**config.mk**
```make
export PLATFORM = sky130hd
export DESIGN_NAME = hfi_fault_irq
export DESIGN_NICKNAME = d
export VERILOG_FILES = /design/src/hw/hfi_pkg.sv /design/src/hw/hfi_log_mem.sv /design/src/hw/hfi_fault_irq.sv
export VERILOG_INCLUDE_DIRS = /design/src /design/src/hw
export SDC_FILE = /design/constraint.sdc
export NUM_CORES = 1
export LEC_CHECK = 0
export BUFFER_PORTS_ARGS = -buffer_cell sky130_fd_sc_hd__buf_4
export CORE_UTILIZATION = 55
export CTS_BUF_LIST = sky130_fd_sc_hd__clkbuf_4 sky130_fd_sc_hd__clkbuf_8 sky130_fd_sc_hd__clkbuf_16
export DETAILED_ROUTE_END_ITERATION = 16
export GPL_ROUTABILITY_DRIVEN = 0
export PLACE_DENSITY = 0.7
export SLEW_MARGIN = 20
export SYNTH_ARGS = -nofsm -noshare
export SYNTH_HDL_FRONTEND = slang
export SYNTH_SLANG_ARGS = --single-unit
```
**constraint.sdc**
```tcl
create_clock -name clk_sys -period 3.2 [get_ports clk_sys]
set_input_delay 0 -clock clk_sys [delete_from_list [all_inputs] [get_ports clk_sys]]
set_output_delay 0 -clock clk_sys [all_outputs]
set_load 0.01 [all_outputs]
```
**src/hw/hfi_params.svh**
```systemverilog
`ifndef HFI_PARAMS_SVH
`define HFI_PARAMS_SVH

// register word addresses on the host register port
`define HFI_ADDR_PENDING 16'h0006
`define HFI_ADDR_LOGPTR 16'h000A
`define HFI_ADDR_ENABLE 16'h000F
`define HFI_ADDR_OUTEN 16'h0013
`define HFI_LOG_BASE 16'h0180
`define HFI_LOG_LAST 16'h01BF

// field positions shared by pending, enable and output enable
`define HFI_BIT_EEPROM 14
`define HFI_BIT_INIT 13

// reset values of the two enable bits (bit 14, bit 13)
`define HFI_EN_RESET 2'h3
`define HFI_LOGPTR_BASE 3'h6

// timing: clock period and transmitter watchdog limit
`define HFI_CLK_NS 25
`define HFI_WDOG_NS 663000
`define HFI_WDOG_CYCLES (`HFI_WDOG_NS / `HFI_CLK_NS)

`endif

```
**src/hw/hfi_pkg.sv**
```systemverilog
package hfi_pkg;

   // fault events from the loader, ram checker and init compare
   typedef struct packed {
      logic eepromChecksumError;
      logic ramInitMismatch;
      logic ramParityFail;
      logic [12:0] parityAddr;
   } hfi_fault_t;

   // host register request as decoded by the serial host port
   typedef struct packed {
      logic rd;
      logic wr;
      logic [15:0] addr;
      logic [15:0] data;
   } hfi_reg_req_t;

   // log writer states, gray along the path
   typedef enum logic [1:0] {
      HFI_LOG_IDLE = 2'b00,
      HFI_LOG_WR_ID = 2'b01,
      HFI_LOG_WR_IAW = 2'b11
   } hfi_log_state_t;

endpackage

```
**src/hw/hfi_log_mem.sv**
```systemverilog
`timescale 1ns/1ps
`default_nettype none

// small synchronous ram holding the interrupt log, registered read data
module hfi_log_mem #(
   parameter int WIDTH = 16,
   parameter int DEPTH = 64,
   parameter int AW = 6
) (
   input wire logic clk_sys,
   input wire logic wrEn,
   input wire logic [AW-1:0] wrAddr,
   input wire logic [WIDTH-1:0] wrData,
   input wire logic rdEn,
   input wire logic [AW-1:0] rdAddr,
   output logic [WIDTH-1:0] rdData
);

   logic [WIDTH-1:0] mem [DEPTH];

   // write port
   always_ff @(posedge clk_sys) begin
      if (wrEn) begin
         mem[wrAddr] <= wrData;
      end
   end

   // read port, data held until next read
   always_ff @(posedge clk_sys) begin
      if (rdEn) begin
         rdData <= mem[rdAddr];
      end
   end

endmodule

`default_nettype wire

```
**src/hw/hfi_fault_irq.sv**
```systemverilog
`timescale 1ns/1ps
`default_nettype none
`include "hfi_params.svh"

// Function
// - checksum and init faults reported only if auto-init select high at reset release.
// - after reset, enable and output enable bits 14 and 13 read one.
// - eeprom checksum error sets pending bit 14 and master status bit 1.
// - ram parity failure sets pending bit 14.
// - parity errors are reported only, never corrected.
// - master status bit 1 is one for checksum error, zero for parity fail.
// - ram init mismatch sets pending bit 13 and master status bit 0.
// - each transmitter has a watchdog limiting transmission to 663 us.
// - enabled watchdog expiry sets pending bit and writes a log entry.
// - watchdog raises interrupt pin only when output enable bit 13 set.
// - enabled interrupts write two-word entries into a circular 64-word log; events in one cycle or during one busy write share one entry.
// - second log word is zero, or the failing address for parity fail.
module hfi_fault_irq #(
   parameter int WDOG_CYCLES = `HFI_WDOG_CYCLES,
   parameter int WD_W = 15
) (
   input wire logic clk_sys,
   input wire logic rstn,
   input wire logic autoInitSelect,
   input wire logic terminalSoftReset,
   input wire hfi_pkg::hfi_fault_t fault,
   input wire logic [1:0] txActive,
   output logic [1:0] txInhibit,
   input wire hfi_pkg::hfi_reg_req_t regReq,
   output logic [15:0] regRdData,
   output logic regRdValid,
   output logic [1:0] masterStatus,
   output logic irqN
);
   localparam logic [WD_W-1:0] WD_LAST = WD_W'(WDOG_CYCLES - 1);

   // -------------------------------------------------
   // auto-init strap
   // -------------------------------------------------
   logic autoSync1, autoSync2, strapTaken, auto_init_select;

   // two-stage synchroniser on the strap pin
   always_ff @(posedge clk_sys) begin
      autoSync1 <= autoInitSelect;
      autoSync2 <= autoSync1;
   end

   always_ff @(posedge clk_sys) begin
      if (!rstn) begin
         strapTaken <= 1'b0;
         auto_init_select <= 1'b0;
      end else if (!strapTaken) begin
         strapTaken <= 1'b1;
         auto_init_select <= autoSync2;
      end
   end

   // -------------------------------------------------
   // transmitter watchdogs
   // -------------------------------------------------
   logic [WD_W-1:0] wdCnt [2];
   logic [1:0] wdFire;

   generate
      for (genvar g = 0; g < 2; g++) begin : g_wdog
         assign wdFire[g] = txActive[g] && !txInhibit[g] && (wdCnt[g] == WD_LAST);
         always_ff @(posedge clk_sys) begin
            if (!rstn || !txActive[g]) begin
               wdCnt[g] <= '0;
               txInhibit[g] <= 1'b0;
            end else if (wdFire[g]) begin
               txInhibit[g] <= 1'b1;
            end else if (!txInhibit[g]) begin
               wdCnt[g] <= wdCnt[g] + WD_W'(1);
            end
         end
      end
   endgenerate

   // -------------------------------------------------
   // register decode
   // -------------------------------------------------
   function automatic logic hfiHit(input logic [15:0] a, input logic [15:0] ref_a);
      hfiHit = (a == ref_a);
   endfunction

   wire rdPend = regReq.rd && hfiHit(regReq.addr, `HFI_ADDR_PENDING);
   wire rdPtr = regReq.rd && hfiHit(regReq.addr, `HFI_ADDR_LOGPTR);
   wire rdEn = regReq.rd && hfiHit(regReq.addr, `HFI_ADDR_ENABLE);
   wire rdOut = regReq.rd && hfiHit(regReq.addr, `HFI_ADDR_OUTEN);
   wire wrEnReg = regReq.wr && hfiHit(regReq.addr, `HFI_ADDR_ENABLE);
   wire wrOutReg = regReq.wr && hfiHit(regReq.addr, `HFI_ADDR_OUTEN);
   wire rdLog = regReq.rd && (regReq.addr >= `HFI_LOG_BASE) && (regReq.addr <= `HFI_LOG_LAST);

   // -------------------------------------------------
   // enable, output enable, pending, master status
   // -------------------------------------------------
   logic [1:0] irqEnable, outEnable, pending;
   logic msEe, msInit;

   wire evtEe = fault.eepromChecksumError && auto_init_select;
   wire evtInit = fault.ramInitMismatch && auto_init_select;
   wire evtPar = fault.ramParityFail;
   wire evtWd = |wdFire;

   // parity and checksum share bit 14
   wire set14 = (evtEe || evtPar) && irqEnable[1];
   // watchdog gated by enable bit 13
   wire set13 = (evtInit || evtWd) && irqEnable[0];
   wire [1:0] pendSet = {set14, set13};
   // read clears pending; a set in the same cycle wins
   wire [1:0] next_pending = (pending & ~{2{rdPend}}) | pendSet;

   always_ff @(posedge clk_sys) begin
      if (!rstn) begin
         irqEnable <= `HFI_EN_RESET;
         outEnable <= `HFI_EN_RESET;
      end else begin
         if (wrEnReg) irqEnable <= {regReq.data[`HFI_BIT_EEPROM], regReq.data[`HFI_BIT_INIT]};
         if (wrOutReg) outEnable <= {regReq.data[`HFI_BIT_EEPROM], regReq.data[`HFI_BIT_INIT]};
      end
   end

   // status bit 1 tells checksum from parity
   always_ff @(posedge clk_sys) begin
      if (!rstn) begin
         pending <= 2'h0;
         msEe <= 1'b0;
         msInit <= 1'b0;
      end else begin
         pending <= next_pending;
         if (evtEe) msEe <= 1'b1;
         else if (evtPar || terminalSoftReset) msEe <= 1'b0;
         if (evtInit) msInit <= 1'b1;
         else if (terminalSoftReset) msInit <= 1'b0;
      end
   end

   assign masterStatus = {msEe, msInit};

   // interrupt pin from enabled pending bits
   // watchdog pin gated by output enable 13
   always_ff @(posedge clk_sys) begin
      if (!rstn) irqN <= 1'b1;
      else irqN <= ~|(pending & outEnable);
   end

   // -------------------------------------------------
   // interrupt log writer
   // -------------------------------------------------
   hfi_pkg::hfi_log_state_t logState;
   logic [1:0] accId, curId;
   logic accPar;
   logic [12:0] accAddr;
   logic [15:0] curIaw;
   logic [4:0] pairIdx;
   logic [6:0] logCount;

   wire take = (logState == hfi_pkg::HFI_LOG_IDLE) && (|accId);
   wire parLogged = evtPar && irqEnable[1];

   // collect events while the writer is busy
   always_ff @(posedge clk_sys) begin
      if (!rstn) begin
         accId <= 2'h0;
         accPar <= 1'b0;
         accAddr <= 13'h0000;
      end else begin
         accId <= (take ? 2'h0 : accId) | pendSet;
         accPar <= (take ? 1'b0 : accPar) | parLogged;
         if (parLogged) accAddr <= fault.parityAddr;
      end
   end

   // two words per log entry, circular pointer
   always_ff @(posedge clk_sys) begin
      if (!rstn) begin
         logState <= hfi_pkg::HFI_LOG_IDLE;
         curId <= 2'h0;
         curIaw <= 16'h0000;
         pairIdx <= 5'h00;
         logCount <= 7'h00;
      end else begin
         unique case (logState)
            hfi_pkg::HFI_LOG_IDLE: begin
               if (take) begin
                  curId <= accId;
                  curIaw <= accPar ? {3'h0, accAddr} : 16'h0000;
                  logState <= hfi_pkg::HFI_LOG_WR_ID;
               end
            end
            hfi_pkg::HFI_LOG_WR_ID: logState <= hfi_pkg::HFI_LOG_WR_IAW;
            hfi_pkg::HFI_LOG_WR_IAW: begin
               logState <= hfi_pkg::HFI_LOG_IDLE;
               pairIdx <= pairIdx + 5'h01;
            end
         endcase
         if (rdPtr) logCount <= (logState == hfi_pkg::HFI_LOG_WR_IAW) ? 7'h01 : 7'h00;
         else if (logState == hfi_pkg::HFI_LOG_WR_IAW && logCount != 7'h7F)
            logCount <= logCount + 7'h01;
      end
   end

   wire memWr = (logState != hfi_pkg::HFI_LOG_IDLE);
   wire isIaw = (logState == hfi_pkg::HFI_LOG_WR_IAW);
   wire [5:0] memWrAddr = {pairIdx, isIaw};
   wire [15:0] idWord = {1'b0, curId, 13'h0000};
   wire [15:0] memWrData = isIaw ? curIaw : idWord;
   wire [15:0] logPtrWord = {logCount, `HFI_LOGPTR_BASE, pairIdx, 1'b0};
   logic [15:0] memQ;

   hfi_log_mem #(.WIDTH(16), .DEPTH(64), .AW(6)) u_log (
      .clk_sys(clk_sys),
      .wrEn(memWr),
      .wrAddr(memWrAddr),
      .wrData(memWrData),
      .rdEn(rdLog),
      .rdAddr(regReq.addr[5:0]),
      .rdData(memQ)
   );

   // -------------------------------------------------
   // register read path
   // -------------------------------------------------
   logic [15:0] regQ;
   logic memSel;

   wire [15:0] next_regQ = rdPend ? {1'b0, pending, 13'h0000} :
                           rdEn ? {1'b0, irqEnable, 13'h0000} :
                           rdOut ? {1'b0, outEnable, 13'h0000} :
                           rdPtr ? logPtrWord : 16'h0000;

   // one cycle read latency, unmapped reads give zero
   always_ff @(posedge clk_sys) begin
      if (!rstn) begin
         regQ <= 16'h0000;
         memSel <= 1'b0;
         regRdValid <= 1'b0;
      end else begin
         regQ <= next_regQ;
         memSel <= rdLog;
         regRdValid <= regReq.rd;
      end
   end

   assign regRdData = memSel ? memQ : regQ;

   // -------------------------------------------------
   // checks
   // -------------------------------------------------
   AST_STRAP_GATE: assert property (@(posedge clk_sys) disable iff (!rstn)
      (strapTaken && !auto_init_select && !terminalSoftReset) |=> !$rose(msInit))
      else $error("init status rose without auto-init strap");
   AST_EN_RESET: assert property (@(posedge clk_sys)
      !rstn |=> (irqEnable == 2'h3) && (outEnable == 2'h3))
      else $error("enable bits not one after reset");
   AST_EE_SET: assert property (@(posedge clk_sys) disable iff (!rstn)
      (evtEe && irqEnable[1]) |=> pending[1] && masterStatus[1])
      else $error("checksum error not flagged");
   AST_PAR_SET: assert property (@(posedge clk_sys) disable iff (!rstn)
      (fault.ramParityFail && irqEnable[1]) |=> pending[1] ##[1:3] memWr)
      else $error("parity fail not flagged and logged");
   AST_MS_PAR: assert property (@(posedge clk_sys) disable iff (!rstn)
      (evtPar && !evtEe) |=> !masterStatus[1])
      else $error("status bit 1 set for parity fail");
   AST_INIT_SET: assert property (@(posedge clk_sys) disable iff (!rstn)
      (evtInit && irqEnable[0]) |=> pending[0] && masterStatus[0])
      else $error("init mismatch not flagged");
   AST_WDOG: assert property (@(posedge clk_sys) disable iff (!rstn)
      (txActive[0] && !txInhibit[0] && wdCnt[0] == WD_LAST) |=> txInhibit[0] || !txActive[0])
      else $error("watchdog did not stop transmitter");
   AST_WD_PEND: assert property (@(posedge clk_sys) disable iff (!rstn)
      (evtWd && irqEnable[0]) |=> pending[0])
      else $error("watchdog expiry not pending");
   AST_WD_PIN: assert property (@(posedge clk_sys) disable iff (!rstn)
      (pending == 2'h1 && !outEnable[0]) |=> irqN)
      else $error("pin raised for disabled watchdog output");
   AST_LOG_SEQ: assert property (@(posedge clk_sys) disable iff (!rstn)
      (logState == hfi_pkg::HFI_LOG_WR_ID) |=> (logState == hfi_pkg::HFI_LOG_WR_IAW) ##1
      (logState == hfi_pkg::HFI_LOG_IDLE && pairIdx == $past(pairIdx, 2) + 5'h01))
      else $error("log entry not two words");
   AST_IAW: assert property (@(posedge clk_sys) disable iff (!rstn)
      (take && !accPar) |=> ##1 (memWr && memWrData == 16'h0000))
      else $error("address word not zero");
   AST_IRQ: assert property (@(posedge clk_sys) disable iff (!rstn)
      (|(pending & outEnable)) |=> !irqN)
      else $error("interrupt pin not asserted");

endmodule

`default_nettype wire

```
# After elaboration in Yosys (flattened, before gate mapping)
# Memories as Yosys holds them, arrays and structs flattened. A register that Yosys moved wholly into a read port is not among the register bits.
# Cells that the tools add are included.
[op_classes]
add_sub_neg = 4
eq_ne = 10
mux = 35
bitwise_logic = 10
n_reduce_logical = 41
n_lt_le_gt_ge = 2
[ops]
columns = ["cell", "count"]
rows = [
  ["$mux W15", 6],
  ["$eq A16 B4 Y1 const B", 2],
  ["$mux W16", 2],
  ["$add A15 B1 Y15 const B", 2],
  ["$eq A15 B15 Y1 const B", 2],
  ["$mux W1", 21],
  ["$logic_and A1 B1 Y1", 19],
  ["$eq A16 B3 Y1 const B", 1],
  ["$eq A16 B5 Y1 const B", 1],
  ["$ge A16 B9 Y1 const B", 1],
  ["$le A16 B9 Y1 const B", 1],
  ["$mux W7", 2],
  ["$mux W13", 1],
  ["$reduce_bool A2 Y1", 4],
  ["$add A7 B1 Y7 const B", 1],
  ["$ne A7 B7 Y1 const B", 1],
  ["$logic_not A1 Y1", 6],
  ["$pmux W2 S3", 1],
  ["$reduce_or A2 Y1", 3],
  ["$add A5 B1 Y5 const B", 1],
  ["$logic_or A1 B1 Y1", 5],
  ["$reduce_or A5 Y1", 1],
  ["$and A2 B2 Y2", 2],
  ["$mux W2", 2],
  ["other kinds (10)", 14],
]
[totals]
elab_cells = 129
in_bits = 56
ram_bits = 1054
memories = 2
regBits = 81
output_inout_bits = 22
[mem_list]
columns = ["name", "words", "word_bits", "rd", "rd_ports_with_merged_regs", "write_ports", "line_no", "text"]
rows = [
  ["u_log.mem", 64, 16, 1, 1, 1, "hfi_log_mem.sv:19", "logic [WIDTH-1:0] mem [DEPTH];"],
  ["wdCnt", 2, 15, 2, 0, 2, "hfi_fault_irq.sv:61", "logic [WD_W-1:0] wdCnt [2];"],
]

# Longest topological paths before layout
# Gate-level depths: netlist of the first run.
[depth]
depth_word = 7
ltp_mapped = 11
depth_no_buf = 7

# Hierarchy
# Synthesis of the first run repeated with hierarchy kept, for this count alone.
[hier_totals]
cells_unflattened = 2342
area_unflattened_um2 = 44916.8
[modules_own_cells]
columns = ["module", "cells_per_inst", "n_inst", "seq_area_each_um2", "area_each_um2"]
rows = [
  ["hfi_log_mem", 1829, 1, 31230.0, 40202.3],
  ["hfi_fault_irq", 513, 1, 2402.3, 4714.5],
]

# Least setup slack after synthesis of the first run
# Ideal clock, no wire load.
[synth_path]
path_kind = "reg-to-reg"
start = "reg logState[0]"
end = "mem u_log.mem[31][0] (enable)"
setup_slack_ns = 0.897
setup_ns = 0.388
required_ns = 2.812
path_buffers = 2
arrival_time_ns = 1.915
stages_incl_launch_ff = 6
period_less_slack_ns = 2.303
cell_sequence = "dfxtp_1 > clkbuf_1 > and2_1 > clkbuf_1 > nand2_1 > nor2_1"
[synth_between]
elab_chain_cells = 3
elab_cells_between_ends = 4
classes_between = "eq/ne: 1; mux: 2; reduce/logical: 1"
[synth_rtl]
columns = ["element", "line_no", "text"]
rows = [
  ["start, declared", "hfi_fault_irq.sv:151", "hfi_pkg::hfi_log_state_t logState;"],
  ["start signal, assigned", "hfi_fault_irq.sv:178", "logState <= hfi_pkg::HFI_LOG_IDLE;"],
  ["start signal, assigned", "hfi_fault_irq.sv:189", "logState <= hfi_pkg::HFI_LOG_WR_ID;"],
  ["start signal, assigned", "hfi_fault_irq.sv:192", "hfi_pkg::HFI_LOG_WR_ID: logState <= hfi_pkg::HFI_LOG_WR_IAW;"],
  ["$reduce_bool A2 Y1", "hfi_fault_irq.sv:204", "wire memWr = (logState != hfi_pkg::HFI_LOG_IDLE);"],
  ["$mux W1", "hfi_log_mem.sv:23", "if (wrEn) begin"],
  ["$mux W1 (implied by the code)", "hfi_log_mem.sv:24", "mem[wrAddr] <= wrData;"],
  ["end, declared", "hfi_log_mem.sv:19", ""],
]
# Several ways; a longest one is shown, not always the timed one.

# Worst setup path after layout of the first run
[layout_path]
start = "in regReq[31] in the netlist's numbering"
end = "reg irqEnable[1]"
[layout_between]
elab_chain_cells = 2
[layout_rtl]
columns = ["element", "line_no", "text"]
rows = [
  ["start, declared", "hfi_fault_irq.sv:29", "input wire hfi_pkg::hfi_reg_req_t regReq,"],
  ["$eq A16 B4 Y1", "hfi_fault_irq.sv:84", "hfiHit = (a == ref_a);"],
  ["$logic_and A1 B1 Y1", "hfi_fault_irq.sv:91", "wire wrEnReg = regReq.wr && hfiHit(regReq.addr, `HFI_ADDR_ENABLE);"],
  ["end signal, assigned", "hfi_fault_irq.sv:116", "irqEnable <= `HFI_EN_RESET;"],
  ["end signal, assigned", "hfi_fault_irq.sv:119", "if (wrEnReg) irqEnable <= {regReq.data[`HFI_BIT_EEPROM], regReq.data[`HFI_BIT_INIT]};"],
  ["end, declared", "hfi_fault_irq.sv:98", "logic [1:0] irqEnable, outEnable, pending;"],
]
# Every way passes these cells.
# A chain may end at the register's enable or synchronous reset.

==> impl_summary.txt, run 1 <==
----------------------------------------------------
[Worst setup path]
  Endpoint arrival time on the critical path ... 3540 ps
  Data required time at the worst endpoint ... 3750 ps
  Critical path peak fanout ... 3
  Worst Path Buf+Inv ... 5
  Slowest stage cell, crit path ... dlygate4sd3_1
  Chain of cells forming the critical path ... dlygate4sd3_1, buf_4, nor4_2, nand3b_1, dlygate4sd3_1, or4_4, mux2i_1, dlygate4sd3_1, nand2_1, dlygate4sd3_1
  Startpoint class of the critical path ... primary input
  Slowest cell delay on critical path ... 610 ps
  Top cell family by delay on the critical path ... buffers and inverters
  Most Frequent Cell on Critical Path ... dlygate4sd3_1
  CP Class ... primary input to flop
  Critical Path End Type ... flop

[Power and ir drop]
  Pwr/cell area ... 599 nW/um2
  Part of the total power dissipated in combinational logic ... 0.042
  Highest ir drop seen on vdd ... 423 uV
  Sequential cell fraction of total power ... 0.523
  Leakage ... 15.7 nW
  Power Internal ... 23.3 mW
  Switching pwr ... 5.98 mW
  Total power ... 29.3 mW
  Clock group share of total power ... 0.434
  Net switching share of the total power ... 0.204

[Timing]
  Worst-case headroom to the max-slew limit ... 0.290
  RSZ-0062 raised after global routing ... no
  Post-Route Setup TNS ... 0 ps
  Slew at the pin closest to its max-slew limit ... 1060 ps
  Final-report setup violation count ... 0
  Fin. Hold Viols ... 0
  Clock tree skew after final layout ... 32.6 ps
  Share of the cycle needed by the critical path after routing ... 0.932
  Max-slew violation total from the final report ... 0
  Max Fclk ... 335 MHz
  Minimum period implied by the final worst setup slack ... 2980 ps

[Synth]
  Post-synth EDFFs ... 1005
  Asr flop ratio synth ... 0
  Number of warnings printed during yosys synthesis ... 0
  Synth unique cells ... 82
  Post-synthesis instance area ... 42500 um2
  Seq cells post-synth ... 1080
  Average cell area after synthesis ... 18.8 um2
  Sequential area share after synthesis ... 0.746
  Primary FF master, synth ... edfxtp_1
  Synthesized netlist cell count ... 2261
  Post-Syn Nets ... 2324

[Finish]
  Area Growth Syn to Fin ... 15.1%
  Count of antenna diodes in the layout ... 0
  Number of filler instances in the final layout ... 5030
  Leading cell type in the layout, fill and taps excluded ... edfxtp_1
  Share of cells above drive strength 1 ... 0.241
  Layout Nets ... 2587
  Commonest cells after routing, fill and taps aside ... edfxtp_1 (1005), buf_4 (201), mux4_2 (167)

[Clock network]
  Largest buffer count on any clock path ... 3
  Clock slew seen by the registers of the worst setup and hold paths ... 60 ps
  Clk sink count ... 1080
  Clock tree root buffer cell ... clkbuf_16
  Clk Latency, worst-skew pair ... 680 ps
  Inserted Clock Buffers ... 106
  CTS tree ... yes
  H-tree levels ... 3

[Hold path]
  Kind of path behind the tightest hold check ... primary input to flop

[Floorplanning]
  Die width ... 280 um
  Core area ... 76200 um2
  Starting Density ... 0.558
  Overall die area ... 78400 um2
  Total number of placement rows ... 101
  Top Ports ... 78
  Vertical die dimension ... 280 um

[Outcome]
  Run status ... completed

[Placed design]
  Port-buffer cells ... 63
  Post-detailed-placement half-perimeter wirelength ... 61700 um

[Detailed routing]
  Overall via count from detail_route ... 23000
  Drt first-iter violations ... 2655
  Via density ... 6.30
  Post-DRT Antenna Nets ... 0
  # DRC ... 0
  Routed wire length ... 104000 um
  Detail-routed net length per standard cell ... 28.5 um
  First-pass iteration count of the detailed router ... 5

[Global route]
  Largest net degree at the start of global routing ... 65
  GRT overflow ... 0
  First-pass GRT wire length ... 152000 um
  Via count of the first global-routing pass ... 22700
  Number of antenna violations at the first check in global routing ... 2
  Total track usage ... 0.268

[Flow run]
  # Max-Cap Violations ... 0

----------------------------------------------------
-- kinds of logic after synthesis --
kind of cell               synth area share
AOI/OAI and AO/OA                    0.0355
xor gates and xnor gates            0.00701
adders and majority gates           0.00206
buffers and inverters                0.0222
DFF                                   0.746
muxes                                 0.135
and+or+nand+nor                      0.0521
-- area by class of cell --
type | count | area [um2] | share of cell area
Sequential cell | 1080 | 31700 | 0.648
Multi-Input combinational cell | 1047 | 9890 | 0.202
Clock buffer | 136 | 2960 | 0.0606
Timing Repair Buffer | 273 | 2380 | 0.0487
Tap cell | 1030 | 1290 | 0.0263
Clock inverter | 63 | 649 | 0.0133
Inverter | 16 | 60.1 | 0.00123
-- per-layer routing --
layer	part of all wire	up-vias	track usage
met3	0.087	176	0.0387
met1	0.41	11900	0.397
li1	-	9664	-
met2	0.47	1176	0.417
met5	0.00013	-	0
met4	0.029	2	0.0849
-- synth_stat cells, types with 5 or more instances --
library cell,n,area (um2)
edfxtp_1,1005,30200
mux4_2,167,3760
nor2_1,155,582
nand2_1,125,469
mux2i_1,97,971
dfxtp_1,75,1500
a21oi_1,58,290
nand3_1,44,220
o22ai_1,39,244
clkbuf_1,33,124
mux4_1,30,788
buf_4,25,188
buf_2,22,110
buf_6,22,248
mux2_2,21,236
xor2_1,21,184
and3_1,20,125
o21ai_0,19,95.1
and2_1,18,113
nor3_1,18,90.1
a211oi_1,17,128
nor2b_1,17,106
inv_1,14,52.6
o221ai_1,14,123
nand4_1,13,81.3
xnor2_1,13,114
nor4_1,12,75.1
nand2b_1,11,68.8
a22oi_1,10,75.1
o211ai_1,10,75.1
or2_2,8,50.1
a2111oi_0,7,61.3
a31oi_1,7,43.8
buf_12,7,140
ha_1,7,87.6
nand3b_1,7,52.6
a311oi_1,5,43.8
-- tightest hold or removal path: cells and delay by family --
family / cells / cell delay [ps]
AND/OR/NAND/NOR: 4 / 460
AO/OA/AOI/OAI: 1 / 160
buffers and inverters: 1 / 90
-- path summary, 6_finish.rpt --
check | start | end | slack (ps) | cells past startpoint
max | regReq[31] | irqEnable[1] | 220 | 10
min | regReq[29] | pending[1] | 70 | 6
max reg2reg | logState[0] | u_log.mem[31][2] | 610 | 4
min reg2reg | autoSync1 | autoSync2 | 380 | 0
-- what timing repair did --
| item | 4_1_cts | 5_1_grt |
|---|---|---|
| gates resized for setup | 0 | 1 |
| hold endpoints to repair | 58 | 0 |
| setup buffers | 0 | 0 |
| endpoints found under the setup margin | 0 | 1 |
| hold buffers | 55 | 0 |
-- through the flow --
step	worst slack [ps]	cell area [um2]	instances	util	hold WS [ps]
after global placement	523	44700	3391	0.587	108
after CTS	253	48900	3645	0.642	5.35
final	217	48900	3645	0.642	67.7
after detailed placement	487	44700	3391	0.587	106
after global routing	142	48900	3645	0.642	83.7
after floorplan	897	42500	2261	-	27.7
-- power by group through the flow --
| stage | sequential [mW] | combinational [mW] | clock, mW |
|---|---|---|---|
| global route | 15.3 | 1.30 | 13.4 |
| CTS | 15.3 | 1.22 | 12.9 |
| global placement | 15.6 | 1.15 | 0 |
| detailed placement | 15.6 | 1.17 | 0 |
| finish | 15.3 | 1.24 | 12.7 |
| floorplan | 15.6 | 0.785 | 0 |
-- flip-flops by register name, summed over array words and instances (netlist names), 2 cells and up --
register      count
u_log.mem       960
wdCnt            30
u_log.rdData     15
accAddr          13
curIaw           13
regQ             13
logCount          7
pairIdx           5
accId             2
curId             2
irqEnable         2
logState          2
outEnable         2
pending           2
txInhibit         2
Note: power is estimated with default switching activity, not from simulation.
==> run 2: changes to the inputs <==
==> constraint.sdc (replaced) <==
create_clock -name clk_sys -period 3 [get_ports clk_sys]
set_input_delay 0 -clock clk_sys [delete_from_list [all_inputs] [get_ports clk_sys]]
set_output_delay 0 -clock clk_sys [all_outputs]
set_load 0.01 [all_outputs]
==> run 2 against run 1 <==
Compared with the run above:
- sequential power up 7%
- total power up 7.1%
- clock skew down 5.8 ps
- critical path depth down 1
- sequential share of layout area down 0.20 points
- via count up 0.64%
- clock power up 8%
- combinational power up 7%
- routed wire length up 0.62%
- design area up 0.31%
- worst setup slack worse by 130 ps
- largest power group unchanged
==> impl_summary.txt, run 2 (same netlist as run 1, synthesis figures left out) <==
----------------------------------------------------
[Timing]
  Worst-case headroom to the max-slew limit ... 0.284 (was 0.290)
  Slew at the pin closest to its max-slew limit ... 1060 ps (about the same)
  Post-Route Setup TNS ... 0 ps (unchanged)
  Clock tree skew after final layout ... 26.8 ps (was 32.6 ps)
  Minimum period implied by the final worst setup slack ... 2920 ps
  RSZ-0062 raised after global routing ... no (unchanged)
  Fin. Hold Viols ... 0 (unchanged)
  Share of the cycle needed by the critical path after routing ... 0.972
  Final-report setup violation count ... 0 (unchanged)
  Final Hold Slack ... 28.6 ps (was 67.7 ps)
  Max Fclk ... 343 MHz
  Max-slew violation total from the final report ... 0 (unchanged)

[Power and ir drop]
  Pwr/cell area ... 640 nW/um2 (was 599 nW/um2)
  Highest ir drop seen on vdd ... 482 uV (was 423 uV)
  Leakage ... 15.8 nW (was 15.7 nW)

[Hold path]
  Startpoint of the lowest-slack hold path ... regReq[31] (was regReq[29])
  Worst min-delay path endpoint ... u_log.rdData[11] (was pending[1])
  Kind of path behind the tightest hold check ... primary input to flop (unchanged)
  Worst hold path cell count ... 5 (was 6)

[Floorplanning]
  Vertical die dimension ... 280 um (unchanged)
  Overall die area ... 78400 um2 (unchanged)
  Top Ports ... 78 (unchanged)
  Total number of placement rows ... 101 (unchanged)
  Die width ... 280 um (unchanged)
  Core area ... 76200 um2 (unchanged)
  Starting Density ... 0.558 (unchanged)

[Finish]
  Share of the core filled with cells ... 0.644 (was 0.642)
  Commonest cells after routing, fill and taps aside ... edfxtp_1 (1005), buf_4 (223), mux4_2 (167) (was edfxtp_1 (1005), buf_4 (201), mux4_2 (167))
  Count of antenna diodes in the layout ... 0 (unchanged)
  Leading cell type in the layout, fill and taps excluded ... edfxtp_1 (unchanged)
  Number of filler instances in the final layout ... 5001 (was 5030)
  Post-route cell area ... 49100 um2 (was 48900 um2)
  Share of cells above drive strength 1 ... 0.244 (was 0.241)
  Count of placed standard cells in the final layout, fillers left out ... 3665 (was 3645)
  Reg area ... 31700 um2 (unchanged)
  Layout Nets ... 2609 (was 2587)
  Largest reg by FF count ... u_log.mem (unchanged)
  Area Growth Syn to Fin ... 15.5% (was 15.1%)
  Multi-input gate area ... 9880 um2 (was 9890 um2)
  Largest register FFs ... 960 (unchanged)
  Top flop regs ... u_log.mem: 960 flops, wdCnt: 30 flops, u_log.rdData: 15 flops (unchanged)

[Placed design]
  Port-buffer cells ... 63 (unchanged)
  Placed insts ... 3413 (was 3391)
  Post-detailed-placement half-perimeter wirelength ... 63200 um (was 61700 um)
  Area post-placement ... 44900 um2 (was 44700 um2)

[Clock network]
  Inserted Clock Buffers ... 108 (was 106)
  Clk Latency, worst-skew pair ... 670 ps (was 680 ps)
  Post-CTS Repair Setup Buffers ... 0 (unchanged)
  CTS tree ... yes (unchanged)
  Clock slew seen by the registers of the worst setup and hold paths ... 60 ps (about the same)
  Clk sink count ... 1080 (unchanged)
  H-tree levels ... 3 (unchanged)
  Largest buffer count on any clock path ... 3 (unchanged)
  Clock tree root buffer cell ... clkbuf_16 (unchanged)

[Detailed routing]
  Detail-routed net length per standard cell ... 28.5 um (about the same)
  First-pass iteration count of the detailed router ... 6 (was 5)
  # DRC ... 0 (unchanged)
  Overall via count from detail_route ... 23100 (was 23000)
  Drt first-iter violations ... 2983 (was 2655)
  Post-DRT Antenna Nets ... 0 (unchanged)
  Via density ... 6.30 (about the same)
  Routed wire length ... 105000 um (was 104000 um)

[Global route]
  Total track usage ... 0.270 (was 0.268)
  Largest net degree at the start of global routing ... 65 (unchanged)
  Via count of the first global-routing pass ... 22900 (was 22700)
  Number of antenna violations at the first check in global routing ... 2 (unchanged)
  GRT overflow ... 0 (unchanged)
  First-pass GRT wire length ... 152000 um (about the same)

[Worst setup path]
  Crit Reg-Reg Endpoint ... u_log.rdData[12] (was u_log.mem[31][2])
  Critical path peak fanout ... 31 (was 3)
  CP Class ... primary input to flop (unchanged)
  Reg2reg path depth ... 7 (was 4)
  Crit Reg-Reg Startpoint ... u_log.mem[21][12] (was logState[0])
  Endpoint arrival time on the critical path ... 3460 ps (was 3540 ps)
  Data required time at the worst endpoint ... 3540 ps (was 3750 ps)
  Critical Path End Type ... flop (unchanged)
  Startpoint class of the critical path ... primary input (unchanged)
  Setup slack, reg-to-reg ... 320 ps (was 610 ps)

[Flow run]
  # Max-Cap Violations ... 0 (unchanged)

[Outcome]
  Run status ... completed (unchanged)

----------------------------------------------------
-- run 2: cell types whose count changed in the layout (fill, tap and decap cells not counted), moves of 2 or more --
cell,change
clkinv_2,-5
buf_4,+22
clkbuf_4,-2
clkbuf_8,-8
clkbuf_16,+2
bufinv_16,+2
clkinv_4,+2
dlygate4sd3_1,-2
clkinv_1,+7
-- run 2: timing repair --
action	4_1_cts	5_1_grt
endpoints found under the hold margin	63	0
resized for setup	0	1
hold buffers	53	0
setup endpoints to repair	0	1
-- run 2: critical path: stages --
cell and delay [ps]:
buf_8 290, buf_12 330, buf_4 240, nand3_2 430, or4_4 710, mux2i_1 150
dlygate4sd3_1 570, nand2_1 90, dlygate4sd3_1 600
-- run 2: per-layer routing --
layer | share of wire | global-route usage | routed length (um) | up-vias
li1 | - | - | - | 9709
met1 | 0.40 | 0.394 | 42200 | 12000
met2 | 0.47 | 0.409 | 48900 | 1227
met3 | 0.096 | 0.0535 | 10000 | 201
met4 | 0.033 | 0.0960 | 3420 | 4
met5 | 0.00022 | 0 | 23 | -
-- run 2: worst max path at each step --
stage	from	endpoint	slack (ps)
floorplan	logState[0]	u_log.mem[31][0]	700
global placement	regReq[17]	u_log.rdData[12]	80
detailed placement	regReq[17]	u_log.rdData[12]	70
CTS	u_log.mem[21][12]	u_log.rdData[12]	170
global route	regReq[16]	irqEnable[0]	1
finish	regReq[16]	irqEnable[0]	80
-- run 2: cell type report --
type,count,share of cell area
Clock inverter,71,0.0151
Multi-Input combinational cell,1047,0.201
Timing Repair Buffer,293,0.0515
Clock buffer,128,0.0589
Tap cell,1030,0.0263
Sequential cell,1080,0.646
Inverter,16,0.00122
-- run 2: stage by stage --
stage / setup slack, ps / total power, mW
final: 84.0 / 31.4
after global placement: 83.8 / 17.9
after CTS: 172 / 31.5
after global routing: 1.49 / 32.1
after detailed placement: 72.0 / 17.9
after floorplan: 697 / 17.5
-- run 2: where the power goes --
group / internal, mW / leakage (nW) / switching [mW] / total (mW)
registers: 16.3 / 9.30 / 0.0385 / 16.4
logic: 0.553 / 4.66 / 0.781 / 1.33
clock network: 8.08 / 1.79 / 5.62 / 13.7
total: 25.0 / 15.8 / 6.44 / 31.4
==> run 3: changes to the inputs <==
==> constraint.sdc (replaced) <==
create_clock -name clk_sys -period 3 [get_ports clk_sys]
set_input_delay 0.6 -clock clk_sys [delete_from_list [all_inputs] [get_ports clk_sys]]
set_output_delay 0.6 -clock clk_sys [all_outputs]
set_load 0.01 [all_outputs]
==> run 3 against run 2 <==
Compared with the run above:
- routed wire length is 1.6% lower
- global-route usage is 0.34 points lower
- clock skew is 1.0 ps lower
- first-iteration DRC count is 2.4% higher
- worst setup slack better by 260 ps
- largest cell class unchanged
- die area stayed put
==> impl_summary.txt, run 3 (same netlist as run 1, synthesis figures left out) <==
----------------------------------------------------
[Outcome]
  Run status ... completed (unchanged)

[Global route]
  Via count of the first global-routing pass ... 22800 (was 22900)
  Total track usage ... 0.267 (was 0.270)
  Largest net degree at the start of global routing ... 65 (unchanged)
  First-pass GRT wire length ... 151000 um (was 152000 um)
  Number of antenna violations at the first check in global routing ... 4 (was 2)
  GRT overflow ... 0 (unchanged)

[Floorplanning]
  Starting Density ... 0.558 (unchanged)
  Core area ... 76200 um2 (unchanged)
  Total number of placement rows ... 101 (unchanged)
  Die width ... 280 um (unchanged)
  Vertical die dimension ... 280 um (unchanged)
  Top Ports ... 78 (unchanged)
  Overall die area ... 78400 um2 (unchanged)

[Worst setup path]
  Worst Path Buf+Inv ... 2 (was 5)
  Data required time at the worst endpoint ... 2400 ps (was 3540 ps)
  Startpoint class of the critical path ... flop (was primary input)
  CP Class ... flop to output port (was primary input to flop)
  Slowest stage cell, crit path ... dfxtp_1 (was or4_4)
  Critical Path End Type ... output port (was flop)
  Critical path peak fanout ... 10 (was 31)
  Most Frequent Cell on Critical Path ... buf_4 (was dlygate4sd3_1)
  Chain of cells forming the critical path ... buf_4, mux2_2, buf_4 (was buf_8, buf_12, buf_4, nand3_2, or4_4, mux2i_1, dlygate4sd3_1, nand2_1, dlygate4sd3_1)
  Endpoint arrival time on the critical path ... 2060 ps (was 3460 ps)
  Slowest cell delay on critical path ... 540 ps (was 710 ps)
  Top cell family by delay on the critical path ... flip-flops (was buffers and inverters)

[Detailed routing]
  Via density ... 6.27 (was 6.30)
  # DRC ... 0 (unchanged)
  First-pass iteration count of the detailed router ... 6 (unchanged)
  Detail-routed net length per standard cell ... 28.1 um (was 28.5 um)
  Routed wire length ... 103000 um (was 105000 um)
  Post-DRT Antenna Nets ... 0 (unchanged)
  Drt first-iter violations ... 3055 (was 2983)
  Overall via count from detail_route ... 22900 (was 23100)

[Timing]
  Max-slew violation total from the final report ... 0 (unchanged)
  Slew at the pin closest to its max-slew limit ... 965 ps (was 1060 ps)
  Fin. Hold Viols ... 0 (unchanged)
  RSZ-0062 raised after global routing ... no (unchanged)
  Worst-case headroom to the max-slew limit ... 0.357 (was 0.284)
  Final Hold Slack ... 41.9 ps (was 28.6 ps)
  Final-report setup violation count ... 0 (unchanged)
  Max Fclk ... 376 MHz (was 343 MHz)
  Clock tree skew after final layout ... 25.7 ps (was 26.8 ps)
  Minimum period implied by the final worst setup slack ... 2660 ps (was 2920 ps)
  Share of the cycle needed by the critical path after routing ... 0.886 (was 0.972)
  Post-Route Setup TNS ... 0 ps (unchanged)

[Power and ir drop]
  Switching pwr ... 6.34 mW (was 6.44 mW)
  Power Internal ... 24.6 mW (was 25.0 mW)
  Highest ir drop seen on vdd ... 434 uV (was 482 uV)
  Part of the total power dissipated in combinational logic ... 0.044 (was 0.042)
  Pwr/cell area ... 632 nW/um2 (was 640 nW/um2)
  Net switching share of the total power ... 0.205 (about the same)
  Sequential cell fraction of total power ... 0.529 (was 0.521)
  Leakage ... 15.7 nW (was 15.8 nW)
  Clock group share of total power ... 0.428 (was 0.436)

[Placed design]
  Area post-placement ... 45500 um2 (was 44900 um2)
  Port-buffer cells ... 63 (unchanged)
  Post-detailed-placement half-perimeter wirelength ... 65500 um (was 63200 um)

[Finish]
  Area Growth Syn to Fin ... 15.2% (was 15.5%)
  Post-route cell area ... 49000 um2 (was 49100 um2)
  Share of the core filled with cells ... 0.642 (was 0.644)
  Layout Nets ... 2606 (was 2609)
  Commonest cells after routing, fill and taps aside ... edfxtp_1 (1005), buf_4 (264), mux4_2 (167) (was edfxtp_1 (1005), buf_4 (223), mux4_2 (167))
  Largest reg by FF count ... u_log.mem (unchanged)
  Share of cells above drive strength 1 ... 0.265 (was 0.244)
  Largest register FFs ... 960 (unchanged)
  Leading cell type in the layout, fill and taps excluded ... edfxtp_1 (unchanged)
  Top flop regs ... u_log.mem: 960 flops, wdCnt: 30 flops, u_log.rdData: 15 flops (unchanged)
  Count of antenna diodes in the layout ... 0 (unchanged)

[Clock network]
  Number of buffers added to fix hold violations after cts ... 0 (was 53)
  CTS tree ... yes (unchanged)
  H-tree levels ... 3 (unchanged)
  Post-CTS Repair Setup Buffers ... 0 (unchanged)
  Post-CTS Resized ... 0 (unchanged)
  Clock tree root buffer cell ... clkbuf_16 (unchanged)
  Inserted Clock Buffers ... 104 (was 108)
  Clk sink count ... 1080 (unchanged)
  Clock slew seen by the registers of the worst setup and hold paths ... 60 ps (about the same)
  Largest buffer count on any clock path ... 3 (unchanged)
  Clk Latency, worst-skew pair ... 670 ps (about the same)

[Hold path]
  Kind of path behind the tightest hold check ... primary input to flop (unchanged)

[Flow run]
  # Max-Cap Violations ... 0 (unchanged)

----------------------------------------------------
[run 3: final cells by class]
cell class | instances | area [um2]
timing repair buffer | 294 | 2560
clock buffer | 123 | 2810
sequential | 1080 | 31700
clock inverter | 69 | 668
fill | 5031 | 27200
inverter | 16 | 60.1
multi-input combinational | 1047 | 9880
tap | 1030 | 1290
[run 3: per-layer routing]
layer,up-vias,wire length (um),track usage
met1,11900,41500,0.390
met5,-,25,0
met3,160,9930,0.0457
li1,9689,-,-
met4,4,2710,0.0797
met2,1213,48800,0.416
[run 3: worst register-to-register path: stages (launching register included)]
cell	delay (ps)
dfxtp_1	670
xor2_1	400
nand2_1	510
nor2_1	270
buf_4	310
[run 3: through the flow]
step           worst slack (ps)  std cells  total power [mW]
2_1_floorplan               683       2261              17.5
3_3_place_gp               91.5       3467              18.0
3_5_place_dp               69.5       3467              18.0
4_1_cts                     321       3659              31.1
5_1_grt                     287       3659              31.7
6_report                    343       3659              31.0
[run 3: final timing paths]
kind | startpoint | depth (start not counted) | endpoint | slack, ps
setup / recovery | memSel | 3 | regRdData[5] | 340
hold / removal | autoInitSelect | 1 | autoSync1 | 40
setup reg to reg | logState[0] | 4 | u_log.mem[44][6] | 520
hold reg to reg | autoSync1 | 0 | autoSync2 | 330
[run 3: power groups by stage]
| stage | sequential, mW | combinational [mW] | clock (mW) |
|---|---|---|---|
| floorplan | 16.7 | 0.835 | 0 |
| global placement | 16.7 | 1.33 | 0 |
| detailed placement | 16.7 | 1.35 | 0 |
| CTS | 16.4 | 1.35 | 13.4 |
| global route | 16.4 | 1.43 | 13.9 |
| finish | 16.4 | 1.36 | 13.2 |
